File: src/hdl/awitr_pkg.sv
`default_nettype none
package awitr_pkg;
    localparam int unsigned ADDR_W = 8;
    localparam int unsigned DATA_W = 32;
    // Register byte addresses, one aligned word each.
    localparam logic [7:0] OFS_OFFSET_CAL = 8'h00;
    localparam logic [7:0] OFS_RESULT_HIGH = 8'h04;
    localparam logic [7:0] OFS_RESULT_LOW = 8'h08;
    localparam logic [7:0] OFS_ANALOG_SEL = 8'h0c;
    localparam logic [7:0] OFS_WAKE_CTRL = 8'h10;
    localparam logic [7:0] OFS_IRQ_STATUS = 8'h14;
    localparam logic [7:0] OFS_IRQ_MASK = 8'h18;
    localparam logic [7:0] OFS_DIR5 = 8'h1c;
    localparam logic [7:0] OFS_DIR6 = 8'h20;
    localparam logic [7:0] OFS_DIR7 = 8'h24;
    localparam logic [7:0] OFS_DIR8 = 8'h28;
    localparam logic [7:0] OFS_TIMER_CTRL = 8'h2c;
    localparam logic [7:0] OFS_CONV_CTRL = 8'h30;
    localparam logic [7:0] OFS_LVD_CTRL = 8'h34;
    // Field positions.
    localparam int unsigned CAL_EN_BIT = 7;
    localparam int unsigned CAL_SIGN_BIT = 6;
    localparam int unsigned CAL_MAG_LSB = 3;
    localparam int unsigned CAL_PWR_BIT = 2;
    localparam int unsigned CAL_LVL_LSB = 0;
    localparam int unsigned RLOW_PIN_LSB = 4;
    localparam int unsigned WAKE_FLAG_BIT = 6;
    localparam int unsigned WAKE_LVD_BIT = 5;
    localparam int unsigned WAKE_PC_BIT = 4;
    localparam int unsigned WAKE_CONV_BIT = 3;
    localparam int unsigned IRQ_EXT1 = 7;
    localparam int unsigned IRQ_PWM_C = 6;
    localparam int unsigned IRQ_PWM_B = 5;
    localparam int unsigned IRQ_PWM_A = 4;
    localparam int unsigned IRQ_CONV = 3;
    localparam int unsigned IRQ_EXT0 = 2;
    localparam int unsigned IRQ_PC = 1;
    localparam int unsigned IRQ_TICK = 0;
    localparam int unsigned TMR_C_ON_BIT = 7;
    localparam int unsigned TMR_B_ON_BIT = 6;
    localparam int unsigned TMR_C_PRE_LSB = 3;
    localparam int unsigned TMR_B_PRE_LSB = 0;
    localparam int unsigned CONV_RUN_BIT = 4;
    localparam int unsigned LVD_ON_BIT = 7;
    localparam int unsigned LVD_IE_BIT = 6;
    // Reset values.
    localparam logic [7:0] REG_RESET = 8'h00;
    localparam logic [7:0] DIR_RESET = 8'hff;
    localparam logic [2:0] PIN_IDLE = 3'h7;

    typedef struct packed {
        logic conv_done;
        logic [11:0] conv_result;
        logic pwm_a_match;
        logic pwm_b_match;
        logic pwm_c_match;
        logic tick_overflow;
    } awitr_events_t;

    typedef struct packed {
        logic offset_cal_enable;
        logic offset_positive;
        logic [3:0] offset_lsb;
        logic converter_power;
        logic [1:0] lowvolt_level;
        logic [5:0] lowvolt_tenths;
        logic lowvolt_detector_on;
        logic conv_run;
        logic [3:0] conv_channel;
        logic [14:0] analog_en;
    } awitr_analog_cfg_t;

    typedef struct packed {
        logic timer_c_on;
        logic timer_b_on;
        logic [8:0] timer_c_ratio;
        logic [8:0] timer_b_ratio;
    } awitr_timer_cfg_t;

    typedef struct packed {
        logic [7:0] p5;
        logic [7:0] p6;
        logic [7:0] p7;
        logic p8;
    } awitr_port_dir_t;

    function automatic logic [8:0] prescale_ratio(input logic [2:0] code);
        logic [8:0] r;
        unique case (code)
            3'h0: r = 9'h001;
            3'h1: r = 9'h002;
            3'h2: r = 9'h004;
            3'h3: r = 9'h008;
            3'h4: r = 9'h010;
            3'h5: r = 9'h040;
            3'h6: r = 9'h080;
            3'h7: r = 9'h100;
        endcase
        return r;
    endfunction

    // Threshold in tenths of a volt.
    function automatic logic [5:0] lowvolt_tenths(input logic [1:0] code);
        logic [5:0] t;
        unique case (code)
            2'h3: t = 6'h16;
            2'h2: t = 6'h21;
            2'h1: t = 6'h28;
            2'h0: t = 6'h2d;
        endcase
        return t;
    endfunction
endpackage
`default_nettype wire

File: src/hdl/awitr_regs.sv
// Notes on behaviour
// - Offset calibration enable is bit seven.
// - Sign bit picks negative or positive offset.
// - Offset magnitude equals twice the code.
// - Power bit zero switches reference off.
// - Level field picks detector threshold voltage.
// - Enabled detector crossing sets flag; else zero.
// - Completion loads high result, clears run.
// - Completion loads low nibble, keeps pin bits.
// - Low result top bits enable channels 8-11.
// - Select register enables port six analog.
// - Wake register low bits enable 12-14.
// - Low-voltage flag clears, never set by software.
// - Low-voltage wake needs its enable bit.
// - Pin-change wake needs its enable bit.
// - Conversion wake needs its enable bit.
// - Status holds eight flags, software clears only.
// - Status read returns flags AND mask.
// - Each flag set by its own event.
// - Direction one means input, zero output.
// - Timer enable bits, both reset off.
// - Prescale codes decode to eight ratios.
// - Software starts conversion; only completion clears.
// - Channel writes only while idle and clear.
// - Detector enable bit turns detector on.
//
// The APB slave port and the register offsets were decided locally.
`default_nettype none
module awitr_regs (
    input wire logic sys_clk_i,
    input wire logic arst_n_i,
    input wire logic psel_i,
    input wire logic penable_i,
    input wire logic pwrite_i,
    input wire logic [awitr_pkg::ADDR_W-1:0] paddr_i,
    input wire logic [awitr_pkg::DATA_W-1:0] pwdata_i,
    output logic [awitr_pkg::DATA_W-1:0] prdata_o,
    output logic pready_o,
    output logic pslverr_o,
    input wire awitr_pkg::awitr_events_t events_i,
    input wire logic ext_irq_pin_0_i,
    input wire logic ext_irq_pin_1_i,
    input wire logic [7:0] port6_pin_i,
    input wire logic supply_below_i,
    output awitr_pkg::awitr_analog_cfg_t analog_cfg_o,
    output awitr_pkg::awitr_timer_cfg_t timer_cfg_o,
    output awitr_pkg::awitr_port_dir_t port_dir_o,
    output logic wake_request_o,
    output logic irq_request_o
);
    import awitr_pkg::*;

    typedef struct packed {
        logic [7:0] offset_cal;
        logic [7:0] result_high;
        logic [7:0] result_low;
        logic [7:0] analog_sel;
        logic [7:0] wake_ctrl;
        logic [7:0] irq_flags;
        logic [7:0] irq_mask;
        logic [7:0] dir5;
        logic [7:0] dir6;
        logic [7:0] dir7;
        logic dir8;
        logic [7:0] timer_ctrl;
        logic conv_run;
        logic [3:0] conv_chan;
        logic lvd_on;
        logic lvd_irq_en;
        logic [2:0] ext0_s;
        logic [2:0] ext1_s;
        logic [2:0] below_s;
        logic [7:0] p6_s1;
        logic [7:0] p6_s2;
        logic [7:0] p6_prev;
    } awitr_state_t;

    awitr_state_t st;
    awitr_state_t next_st;
    logic wr;
    logic rd;
    logic mapped;
    logic [7:0] wbyte;
    logic [7:0] ev;
    logic lvd_set;
    logic [31:0] rdata;

    // Event vector in status bit order; the pin samples are the second and third stages.
    always_comb begin
        ev = 8'h00;
        ev[IRQ_EXT1] = st.ext1_s[2] & ~st.ext1_s[1];
        ev[IRQ_PWM_C] = events_i.pwm_c_match;
        ev[IRQ_PWM_B] = events_i.pwm_b_match;
        ev[IRQ_PWM_A] = events_i.pwm_a_match;
        ev[IRQ_CONV] = events_i.conv_done;
        ev[IRQ_EXT0] = st.ext0_s[2] & ~st.ext0_s[1];
        ev[IRQ_PC] = |(st.p6_s2 ^ st.p6_prev);
        ev[IRQ_TICK] = events_i.tick_overflow;
    end

    assign lvd_set = st.lvd_on & st.below_s[1] & ~st.below_s[2];

    assign wr = psel_i & penable_i & pwrite_i;
    assign rd = psel_i & penable_i & ~pwrite_i;
    assign wbyte = pwdata_i[7:0];

    always_comb begin
        mapped = 1'b1;
        rdata = 32'h0000_0000;
        unique case (paddr_i)
            OFS_OFFSET_CAL: rdata[7:0] = st.offset_cal;
            OFS_RESULT_HIGH: rdata[7:0] = st.result_high;
            OFS_RESULT_LOW: rdata[7:0] = st.result_low;
            OFS_ANALOG_SEL: rdata[7:0] = st.analog_sel;
            OFS_WAKE_CTRL: rdata[7:0] = {1'b0, st.wake_ctrl[WAKE_FLAG_BIT] & st.lvd_irq_en,
                                         st.wake_ctrl[5:0]};
            OFS_IRQ_STATUS: rdata[7:0] = st.irq_flags & st.irq_mask;
            OFS_IRQ_MASK: rdata[7:0] = st.irq_mask;
            OFS_DIR5: rdata[7:0] = st.dir5;
            OFS_DIR6: rdata[7:0] = st.dir6;
            OFS_DIR7: rdata[7:0] = st.dir7;
            OFS_DIR8: rdata[0] = st.dir8;
            OFS_TIMER_CTRL: rdata[7:0] = st.timer_ctrl;
            OFS_CONV_CTRL: rdata[4:0] = {st.conv_run, st.conv_chan};
            OFS_LVD_CTRL: rdata[7:6] = {st.lvd_on, st.lvd_irq_en};
            default: mapped = 1'b0;
        endcase
    end

    always_comb begin
        next_st = st;
        // Synchronisers: stage one feeds stage two only; stage three is the edge history.
        next_st.ext0_s = {st.ext0_s[1:0], ext_irq_pin_0_i};
        next_st.ext1_s = {st.ext1_s[1:0], ext_irq_pin_1_i};
        next_st.below_s = {st.below_s[1:0], supply_below_i};
        next_st.p6_s1 = port6_pin_i;
        next_st.p6_s2 = st.p6_s1;
        next_st.p6_prev = st.p6_s2;

        // completion alone clears the run bit
        if (events_i.conv_done) begin
            next_st.conv_run = 1'b0;
            next_st.result_high = events_i.conv_result[11:4];
            // low nibble loaded, pin bits kept
            next_st.result_low[3:0] = events_i.conv_result[3:0];
        end

        if (wr & mapped) begin
            unique case (paddr_i)
                OFS_OFFSET_CAL: next_st.offset_cal = wbyte;
                // only the pin-enable nibble is writable
                OFS_RESULT_LOW: next_st.result_low[7:4] = wbyte[7:4];
                OFS_ANALOG_SEL: next_st.analog_sel = wbyte;
                OFS_WAKE_CTRL: begin
                    // wake enables and channel 12-14 enables
                    next_st.wake_ctrl[5:0] = wbyte[5:0];
                    next_st.wake_ctrl[WAKE_FLAG_BIT] =
                        st.wake_ctrl[WAKE_FLAG_BIT] & wbyte[WAKE_FLAG_BIT];
                end
                OFS_IRQ_MASK: next_st.irq_mask = wbyte;
                OFS_DIR5: next_st.dir5 = wbyte;
                OFS_DIR6: next_st.dir6 = wbyte;
                OFS_DIR7: next_st.dir7 = wbyte;
                OFS_DIR8: next_st.dir8 = wbyte[0];
                OFS_TIMER_CTRL: next_st.timer_ctrl = wbyte;
                OFS_CONV_CTRL: begin
                    // software may only set the run bit
                    if (wbyte[CONV_RUN_BIT]) begin
                        next_st.conv_run = 1'b1;
                    end
                    // channel locked while busy or flagged
                    if (!st.irq_flags[IRQ_CONV] && !st.conv_run) begin
                        next_st.conv_chan = wbyte[3:0];
                    end
                end
                OFS_LVD_CTRL: begin
                    next_st.lvd_on = wbyte[LVD_ON_BIT];
                    next_st.lvd_irq_en = wbyte[LVD_IE_BIT];
                end
                default: ;
            endcase
        end

        // a written zero clears a flag, a one leaves it
        if (wr && paddr_i == OFS_IRQ_STATUS) begin
            next_st.irq_flags = st.irq_flags & wbyte;
        end
        // a hardware event beats a clear in the same cycle
        next_st.irq_flags = next_st.irq_flags | ev;

        // set on crossing, held at zero while detector off
        if (lvd_set) begin
            next_st.wake_ctrl[WAKE_FLAG_BIT] = 1'b1;
        end
        if (!st.lvd_on) begin
            next_st.wake_ctrl[WAKE_FLAG_BIT] = 1'b0;
        end
        next_st.wake_ctrl[7] = 1'b0;
    end

    always_ff @(posedge sys_clk_i or negedge arst_n_i) begin
        if (!arst_n_i) begin
            st <= '{dir5: DIR_RESET, dir6: DIR_RESET, dir7: DIR_RESET, dir8: 1'b1,
                    ext0_s: PIN_IDLE, ext1_s: PIN_IDLE, offset_cal: REG_RESET,
                    timer_ctrl: REG_RESET, default: '0};
        end else begin
            st <= next_st;
        end
    end

    // Zero-wait slave: every access completes in its first access cycle.
    assign pready_o = 1'b1;
    assign pslverr_o = psel_i & penable_i & ~mapped;
    assign prdata_o = rd ? rdata : 32'h0000_0000;

    always_comb begin
        analog_cfg_o.offset_cal_enable = st.offset_cal[CAL_EN_BIT];
        analog_cfg_o.offset_positive = st.offset_cal[CAL_SIGN_BIT];
        analog_cfg_o.offset_lsb = {st.offset_cal[CAL_MAG_LSB +: 3], 1'b0};
        analog_cfg_o.converter_power = st.offset_cal[CAL_PWR_BIT];
        analog_cfg_o.lowvolt_level = st.offset_cal[CAL_LVL_LSB +: 2];
        analog_cfg_o.lowvolt_tenths = lowvolt_tenths(st.offset_cal[CAL_LVL_LSB +: 2]);
        analog_cfg_o.lowvolt_detector_on = st.lvd_on;
        analog_cfg_o.conv_run = st.conv_run;
        analog_cfg_o.conv_channel = st.conv_chan;
        // channel enables gathered from three registers
        analog_cfg_o.analog_en = {st.wake_ctrl[2:0], st.result_low[7:4], st.analog_sel};
        timer_cfg_o.timer_c_on = st.timer_ctrl[TMR_C_ON_BIT];
        timer_cfg_o.timer_b_on = st.timer_ctrl[TMR_B_ON_BIT];
        timer_cfg_o.timer_c_ratio = prescale_ratio(st.timer_ctrl[TMR_C_PRE_LSB +: 3]);
        timer_cfg_o.timer_b_ratio = prescale_ratio(st.timer_ctrl[TMR_B_PRE_LSB +: 3]);
        port_dir_o.p5 = st.dir5;
        port_dir_o.p6 = st.dir6;
        port_dir_o.p7 = st.dir7;
        port_dir_o.p8 = st.dir8;
    end

    // Wake sources need their wake enables; other masked flags only interrupt, but pin-change and conversion interrupts also need their wake enables.
    always_comb begin
        wake_request_o = (st.wake_ctrl[WAKE_FLAG_BIT] & st.wake_ctrl[WAKE_LVD_BIT])
                       | (st.irq_flags[IRQ_PC] & st.wake_ctrl[WAKE_PC_BIT])
                       | (st.irq_flags[IRQ_CONV] & st.wake_ctrl[WAKE_CONV_BIT]);
        irq_request_o = (st.wake_ctrl[WAKE_FLAG_BIT] & st.wake_ctrl[WAKE_LVD_BIT]
                         & st.lvd_irq_en)
                      | (st.irq_flags[IRQ_PC] & st.wake_ctrl[WAKE_PC_BIT] & st.irq_mask[IRQ_PC])
                      | (st.irq_flags[IRQ_CONV] & st.wake_ctrl[WAKE_CONV_BIT]
                         & st.irq_mask[IRQ_CONV])
                      | |(st.irq_flags & st.irq_mask
                          & ~(8'h01 << IRQ_PC) & ~(8'h01 << IRQ_CONV));
    end
endmodule
`default_nettype wire

File: config.mk
export PLATFORM = sky130hd
export DESIGN_NAME = awitr_regs
export DESIGN_NICKNAME = d
export VERILOG_FILES = /design/src/hdl/awitr_pkg.sv /design/src/hdl/awitr_regs.sv
export SDC_FILE = /design/constraint.sdc
export NUM_CORES = 1
export LEC_CHECK = 0
export BUFFER_PORTS_ARGS = -buffer_cell sky130_fd_sc_hd__buf_2
export CORE_MARGIN = 8
export CORE_UTILIZATION = 50
export DETAILED_ROUTE_END_ITERATION = 10
export GPL_ROUTABILITY_DRIVEN = 0
export PLACE_DENSITY = 0.86
export SYNTH_ARGS = -nofsm -noshare
export SYNTH_HDL_FRONTEND = slang
export SYNTH_SLANG_ARGS = --single-unit
File: constraint.sdc
create_clock -name sys_clk_i -period 2.3 [get_ports sys_clk_i]
set_clock_uncertainty 0.2 [all_clocks]
set_input_delay 0.23 -clock sys_clk_i [delete_from_list [all_inputs] [get_ports sys_clk_i]]
set_output_delay 0.23 -clock sys_clk_i [all_outputs]
set_load 0.02 [all_outputs]
; Word-level counts from Yosys, hierarchy flattened
; Memory sizes are Yosys's and may differ from the RTL's.
; Cells that the tools add are included.
[op_classes]
addsub = 0
multipliers = 0
div = 0
order_cmp = 0
n_eq_ne = 18
shifts = 0
n_mux = 18
n_bitwise = 31
reduce_logical = 22
[op_table]
columns = operator, n
row1 = "== test 8 x 6 -> 1 bit, second input constant", 6
row2 = one-hot mux 4 bit (12 select lines), 1
row3 = "== test 8 x 5 -> 1 bit, second input constant", 4
row4 = one-hot mux 2 bit (12 select lines), 1
row5 = one-hot mux 6 bit (4 select lines), 1
row6 = AND reduction 2 bit, 12
row7 = 2-to-1 mux 7 bit, 3
row8 = AND 1 bit, 17
row9 = AND 8 bit, 2
row10 = "== test 8 x 4 -> 1 bit, second input constant", 2
row11 = 2-to-1 mux 8 bit, 2
row12 = OR reduction 14 bit, 1
row13 = one-hot mux 1 bit (13 select lines), 1
row14 = one-hot mux 1 bit (11 select lines), 1
row15 = "== test 8 x 3 -> 1 bit, second input constant", 1
row16 = logical NOT 8 bit, 1
row17 = OR 8 bit, 1
row18 = OR reduction 8 bit, 1
row19 = XOR 8 bit, 1
row20 = "inequality test 3 x 1 -> 1 bit, second input constant", 2
row21 = OR reduction 6 bit, 1
row22 = 2-to-1 mux 1 bit, 5
row23 = 2-to-1 mux 5 bit, 1
row24 = inverter 1 bit, 5
row25 = other kinds (9), 16
[word_totals]
ff_bits = 128
latchBits = 0
ramBits = 0
romBits = 128
in_bits = 73
out_inout_bits = 117
elab_cells = 115
mem_count = 2
[memory_table]
columns = name, depth, width, read_ports, rd_clocked_by_memory_dff, write_ports, line_no
row1 = (name not given), 8, 8, 1, 0, 0, awitr_pkg.sv:89  ; unique case (code)
row2 = (name not given), 8, 8, 1, 0, 0, awitr_pkg.sv:89

; Depth between registers and ports, before layout
; Gate-level depths: netlist of the first run.
[logic_depth]
word_depth = 7
depth_mapped = 7
depth_no_buf = 5

; Least setup slack after synthesis of the first run
; OpenSTA, ideal clock, no wires.
[synth_timing]
kind = in2out
startpoint = input port paddr_i[2] (netlist bit)
endpoint = output port prdata_o[6] (netlist bit)
t_arrival_ns = 1.977
t_required_ns = 1.870
setup_slack_ns = -0.107
path_stages = 7
cell_sequence = buf_2 or4b_1 buf_2 nor3_4 a31o_2 a21oi_1 a311oi_1
[synth_between]
elab_chain_len = 3
word_cells_on_any_way = 14
classes_between = eq/ne (11) / mux (2) / reduce/logical (1)
[synth_lines]
columns = element, line_no
row1 = "start, declared", awitr_regs.sv:35  ; input wire logic [awitr_pkg::ADDR_W-1:0] paddr_i,
row2 = "== test 8 x 6 -> 1 bit, or another cell as far along", awitr_regs.sv:110  ; unique case (paddr_i)
row3 = one-hot mux 2 bit (12 select lines) *, awitr_regs.sv:110
row4 = 2-to-1 mux 8 bit *, awitr_regs.sv:214  ; assign prdata_o = rd ? rdata : 32'h0000_0000;
row5 = "end, declared", awitr_regs.sv:37  ; output logic [awitr_pkg::DATA_W-1:0] prdata_o,
; Mark *: on every way between the ends. The rest lies on a longest branch, timed or not.

; Worst setup path after layout of the first run
[layout_timing]
startpoint = input port paddr_i[2] (netlist bit)
endpoint = output port prdata_o[5] (netlist bit)
[layout_between]
elab_chain_len = 3
word_cells_on_any_way = 13
classes_between = eq/ne (10) / mux (2) / reduce/logical (1)
[layout_lines]
columns = element, line_no
row1 = "== test 8 x 6 -> 1 bit, or another cell as far along", awitr_regs.sv:110
row2 = one-hot mux 1 bit (11 select lines) *, awitr_regs.sv:110
row3 = 2-to-1 mux 8 bit *, awitr_regs.sv:214
; Marks and branches as above.

==> impl_metrics.json, run 1 <==
{
  "drtIter0Drc": 552,
  "outcome": "complete, but fails checks",
  "rsz0062_at_grt": "yes",
  "max_slew_margin_pct": 55.8,
  "wl_per_cell_um": 21.8,
  "io_buffers": 137,
  "yosysMostFrequentCell": "dfrtp_1",
  "synthXorXnorAreaFrac_pct": 1.05,
  "yosys_warnings": 0,
  "grt_pass1_vias": 5533,
  "cts_max_level": 4,
  "synth-simple-area-share_pct": 12.3,
  "clockBufferDepth": 2,
  "min_period_ns": 2.37,
  "worst_pin_slew_ns": 0.662,
  "antenna_found_initial": 3,
  "ys.flop_type": "dfrtp_1",
  "grt_pass1_wl_um": 30900,
  "viasPerCell": 5.73,
  "synth_area_leaders": "dfrtp_1 36%, mux2_2 16%, dfstp_2 12%",
  "leakage_nw": 4.05,
  "place_hpwl_um": 13800,
  "start_util_pct": 50.8,
  "avgSynthCellArea_um2": 11.5,
  "drv_slew": 0,
  "overflow": 0,
  "cts.sinks": 128,
  "grt_start_max_net_pins": 52,
  "drive_gt1_share_pct": 54.6,
  "maxCapViolCount": 0,
  "area_growth_pct": 28.4,
  "placed_cells": 861,
  "cp_max_fo": 12,
  "vdd_drop_max_mv": 0.443,
  "violations": "negative setup slack",
  "synth_top_family_by_area": "multiplexers",
  "fin_ws_ns": -0.0681,
  "async_flop_share_pct": 100,
  "ys_ff_latch": 128,
  "hold_viol": 0,
  "synth_fa_ha_area_share_pct": 0.750,
  "fin_nets": 819,
  "cts-root-buf": "clkbuf_16",
  "worst-endpoint-arrival_ns": 1.94,
  "synth_top_cell_area_share_pct": 36.4,
  "fin_crit_sh_pct": 103,
  "cts_buffers": 17,
  "powerDensity_mw_per_mm2": 657,
  "hold_class": "in2reg",
  "rrSetupSlack_ns": 0.70,
  "core_mm2": 0.0131,
  "startpoint_type": "input port",
  "met2_usage_pct": 35.8,
  "synth-compound-area-share_pct": 7.63,
  "first_pass_iters": 5,
  "setup_viol": 4,
  "yosysTopAreaCell": "dfrtp_1",
  "grt_most_used_layer": "met2",
  "synth_area_mm2": 0.00667,
  "worst_setup_path_end_kind": "primary output",
  "drtAntennaViolNets": 0,
  "synth_cell_types": 58,
  "grt_util_met3_pct": 7.74,
  "pin_count": 190,
  "drc_errors": 0,
  "grt.met1_usage_pct": 26.5,
  "fmax_mhz": 422,
  "drt-total-wl_um": 20300,
  "synth_edf_count": 0,
  "clk_pin_slew_ns": 0.06,
  "yosysSeqAreaShare_pct": 48.6,
  "worstSkewPairLatency_ns": 0.42,
  "fin_cells": 932,
  "synth.area.mux_share_pct": 17.5,
  "critPathRequiredTime_ns": 1.87,
  "critPathKind": "in2out",
  "die_area_mm2": 0.0173,
  "yosys-top-cells-count": "97 x dfrtp_1, 94 x mux2_2, 86 x buf_4",
  "vias": 5338,
  "dieWidth_um": 132,
  "cts_tree": "yes",
  "hold_slack_ns": 0.0434,
  "track_usage_pct": 22.5,
  "synthCells": 582,
  "rows": 42,
  "fp.dieH_um": 132
}
[cell families after synthesis]
logic type,count (synthesis)
xor+xnor,8
compound gates,79
fa+ha+maj,4
mux,105
simple gates,131
flops,128
buf+inv,125
other cells,2
[per-layer routing]
metal  up-vias  part of all wire [%]
met2       375                    48
met1      2605                    37
met4         4                   4.8
met3        89                    10
li1       2265                     -
met5         -                  0.14
[metrics by stage]
step | setup TNS (ns) | worst slack (ns) | util, % | total power, mW | cell area [um2]
6_report | -0.0951 | -0.0681 | 65.2 | 5.63 | 8560
5_1_grt | -0.497 | -0.108 | 65.2 | 5.81 | 8560
4_1_cts | -0.0188 | -0.0188 | 63.8 | 5.62 | 8380
3_5_place_dp | -0.386 | -0.122 | 56.1 | 2.76 | 7370
3_3_place_gp | -0.108 | -0.0941 | 56.1 | 2.75 | 7370
2_1_floorplan | 0 | 0.0593 | - | 2.60 | 6770
[state kept, by name, summed over array words and instances, names as in the netlist]
register      flops
port_dir_o       25
analog_cfg_o     29
st               50
next_st          22
timer_cfg_o       2
[worst paths after layout]
check	startpoint	to	cells past startpoint
max	paddr_i[2]	prdata_o[5]	9
min	pwdata_i[3]	port_dir_o[20]	2
max reg2reg	st[84]	analog_cfg_o[15]	2
min reg2reg	next_st[9]	next_st[1]	0
max in group asynchronous	arst_n_i	port_dir_o[4]	3
min in group asynchronous	arst_n_i	next_st[25]	2
[layout make-up]
| cell class | instances | area [um2] |
|---|---|---|
| fillers | 932 | 4570 |
| diodes | 1 | 2.50 |
| clock buffers | 17 | 425 |
| clock inverters | 15 | 196 |
| repair buffers | 232 | 1540 |
| well taps | 176 | 220 |
| flip-flops and latches | 128 | 3250 |
| multi-input cells | 355 | 2910 |
| inverters | 8 | 30.0 |
[cells in the final DEF, fill, tap and decap left out, drive strengths merged, types with 5 or more instances in the layout]
cell           n
nor2          18
o21ai         23
nor3          10
nand2b         7
o22ai          5
nand2         33
xor2           8
mux2          94
dfstp         31
a21oi         14
a211oi         5
conb          28
and3           8
a32oi          5
a22oi          9
nand3         17
dlygate4sd3   30
buf          202
clkbuf        17
nor3b          6
nor4           8
dfrtp         97
mux2i         11
inv           15
[where the power goes]
group          internal, mW  total, mW  switching [mW]
Combinational         0.181      0.456           0.275
Sequential             2.31       2.35          0.0315
Clock                  1.74       2.82            1.09
[repair_timing]
action | in CTS | in global routing
endpoints found under the hold margin | 70 | 0
buffers inserted | 1 | 7
endpoints found under the setup margin | 8 | 8
pin swaps | 5 | 15
hold buffers | 30 | 0
gates resized for setup | 21 | 31
[critical path: stages]
cell	delay [ns]
buf_2	0.12
buf_6	0.19
nor2b_1	0.20
buf_4	0.20
a22oi_1	0.10
o21ai_0	0.24
nand3_1	0.16
a211oi_2	0.28
buf_4	0.20
No activity file was read; power rests on OpenSTA's default activity.
==> run 2: changes to the inputs <==
--- a/config.mk
+++ b/config.mk
@@ -7,10 +7,10 @@
 export LEC_CHECK = 0
 export BUFFER_PORTS_ARGS = -buffer_cell sky130_fd_sc_hd__buf_2
 export CORE_MARGIN = 8
-export CORE_UTILIZATION = 50
+export CORE_UTILIZATION = 44
 export DETAILED_ROUTE_END_ITERATION = 10
 export GPL_ROUTABILITY_DRIVEN = 0
-export PLACE_DENSITY = 0.86
+export PLACE_DENSITY = 0.78
 export SYNTH_ARGS = -nofsm -noshare
 export SYNTH_HDL_FRONTEND = slang
 export SYNTH_SLANG_ARGS = --single-unit
==> run 2 against run 1 <==
Net effect:
- the run still ends with negative setup slack left
- global-route usage fell by 2.7 points
- clock-buffer cell count rose by 1
- fmax rose by 1.7%
- first-iteration DRC count fell by 21%
- sequential share of layout area rose by 0.10 points
- critical path depth fell by 3
- die area rose by 12%
- cell count rose by 1.2%
- non-clock buffer count did not move
- sequential power barely moved
- clock power fell by 5%
- sequential cell count did not move
- largest cell class unchanged
==> impl_metrics.json, run 2 (synthesis gave the netlist of run 1 again) <==
{
  "viasPerCell": 5.43,
  "share_comb_of_total_power_pct": 8.1,
  "grt_pass1_wl_um": 29700,
  "fin_crit_sh_pct": 101,
  "pin_count": 190,
  "clkPwrFrac_pct": 49.1,
  "cp_slowest_cell": "dfrtp_1",
  "critPathKind": "reg2out",
  "fp.dieH_um": 139,
  "r2r_cells": 2,
  "rrSetupSlack_ns": 0.69,
  "cts-root-buf": "clkbuf_16",
  "vdd_drop_max_mv": 0.595,
  "io_buffers": 137,
  "worst-endpoint-arrival_ns": 1.90,
  "cts_buffers": 17,
  "startpoint_type": "flop",
  "drt-total-wl_um": 19200,
  "cts_max_level": 4,
  "total_power_mw": 5.48,
  "clockBufferDepth": 2,
  "final_cell_mix": "128 x buf_2, 94 x mux2_2, 94 x dfrtp_1, 69 x buf_4",
  "dieWidth_um": 139,
  "p_switching_mw": 1.35,
  "cts.sinks": 128,
  "cts_tree": "yes",
  "grt_start_max_net_pins": 52,
  "min_from": "pwdata_i[3]",
  "holdPathEnd": "st[76]",
  "dp_slack_ns": -0.0767,
  "placed_area_mm2": 0.00741,
  "mostFrequentLayoutCell": "buf_2",
  "first_pass_iters": 5,
  "fin_nets": 819,
  "leakage_nw": 4.05,
  "core_mm2": 0.0150,
  "grt_pass1_vias": 5298,
  "top_register": "st",
  "worstSkewPairLatency_ns": 0.43,
  "track_usage_pct": 19.8,
  "fin_ws_ns": -0.0293,
  "drv_slew": 0,
  "overflow": 0,
  "drive_gt1_share_pct": 54.3,
  "drc_errors": 0,
  "r2r-end": "analog_cfg_o[16]",
  "crit_path_cell_trace": "mux2_2 -> a32oi_2 -> nor2_2 -> a221oi_2 -> a211oi_2 -> buf_4",
  "post-route-util_pct": 56.8,
  "die_area_mm2": 0.0194,
  "p_seq_share_pct": 42.8,
  "hold_depth": 2,
  "rsz0062_at_grt": "yes",
  "place_hpwl_um": 14000,
  "cp_top_family": "compound AO/OA/AOI/OAI gates",
  "wl_per_cell_um": 20.3,
  "critPathBufInv": 1,
  "max_stage_delay_ns": 0.42,
  "violations": "negative setup slack",
  "hold_class": "in2reg",
  "drtIter0Drc": 437,
  "n_antenna_cell": 0,
  "r2r_start": "st[84]",
  "p_sw_share_pct": 24.6,
  "min_period_ns": 2.33,
  "path_depth": 6,
  "rows": 45,
  "final_cell_area_mm2": 0.00854,
  "maxCapViolCount": 0,
  "setup_viol": 1,
  "p_int_mw": 4.13,
  "cp_max_fo": 4,
  "powerDensity_mw_per_mm2": 642,
  "nFillCells": 1242,
  "critPathRequiredTime_ns": 1.87,
  "outcome": "complete, but fails checks",
  "worst_setup_path_end_kind": "primary output",
  "vias": 5119,
  "area_growth_pct": 28.0,
  "largest_reg_flops": 50,
  "clk_pin_slew_ns": 0.06,
  "hold_viol": 0,
  "fmax_mhz": 429,
  "drtAntennaViolNets": 0,
  "start_util_pct": 44.4,
  "antenna_found_initial": 3
}
run 2: per-layer routing:
metal,GRT usage (%),vias up,wire (um)
met3,7.13,63,1750
li1,-,2278,-
met4,8.84,6,684
met5,0,-,26
met1,23.2,2492,7470
met2,32.0,280,9220
run 2: cell type report:
class,instances,area [um2],area share [%]
clock buffers,18,439,5.14
flip-flops and latches,128,3250,38.0
clock inverters,14,155,1.82
repair buffers,232,1560,18.2
well taps,188,235,2.76
inverters,8,30.0,0.352
multi-input cells,355,2880,33.7
run 2: what timing repair did:
item / CTS / global route
buffers inserted: 1 / 7
gates resized for setup: 20 / 29
setup endpoints to repair: 7 / 8
hold buffers: 29 / 0
pin swaps: 2 / 13
endpoints found under the hold margin: 93 / 0
gates cloned: 0 / 0
run 2: worst max path at each step:
stage | startpoint | to | slack (ns)
floorplan | paddr_i[2] | prdata_o[5] | 0.06
global placement | paddr_i[1] | prdata_o[3] | -0.08
detailed placement | paddr_i[1] | prdata_o[6] | -0.08
CTS | port_dir_o[2] | prdata_o[1] | -0.05
global route | st[114] | prdata_o[1] | -0.08
finish | st[78] | prdata_o[5] | -0.03
run 2: through the flow:
stage	hold slack (ns)	setup TNS, ns	std cells
after global routing	0.0395	-0.208	943
after detailed placement	0.0274	-0.263	874
after floorplan	-0.266	0	608
final	0.0204	-0.0293	943
after CTS	0.000971	-0.0472	936
after global placement	0.0159	-0.282	874
run 2: power groups by stage:
| stage | clock network [mW] | logic [mW] | registers [mW] |
|---|---|---|---|
| detailed placement | 0 | 0.380 | 2.38 |
| finish | 2.69 | 0.443 | 2.35 |
| global route | 2.83 | 0.479 | 2.35 |
| global placement | 0 | 0.372 | 2.38 |
| floorplan | 0 | 0.227 | 2.37 |
| CTS | 2.74 | 0.425 | 2.35 |
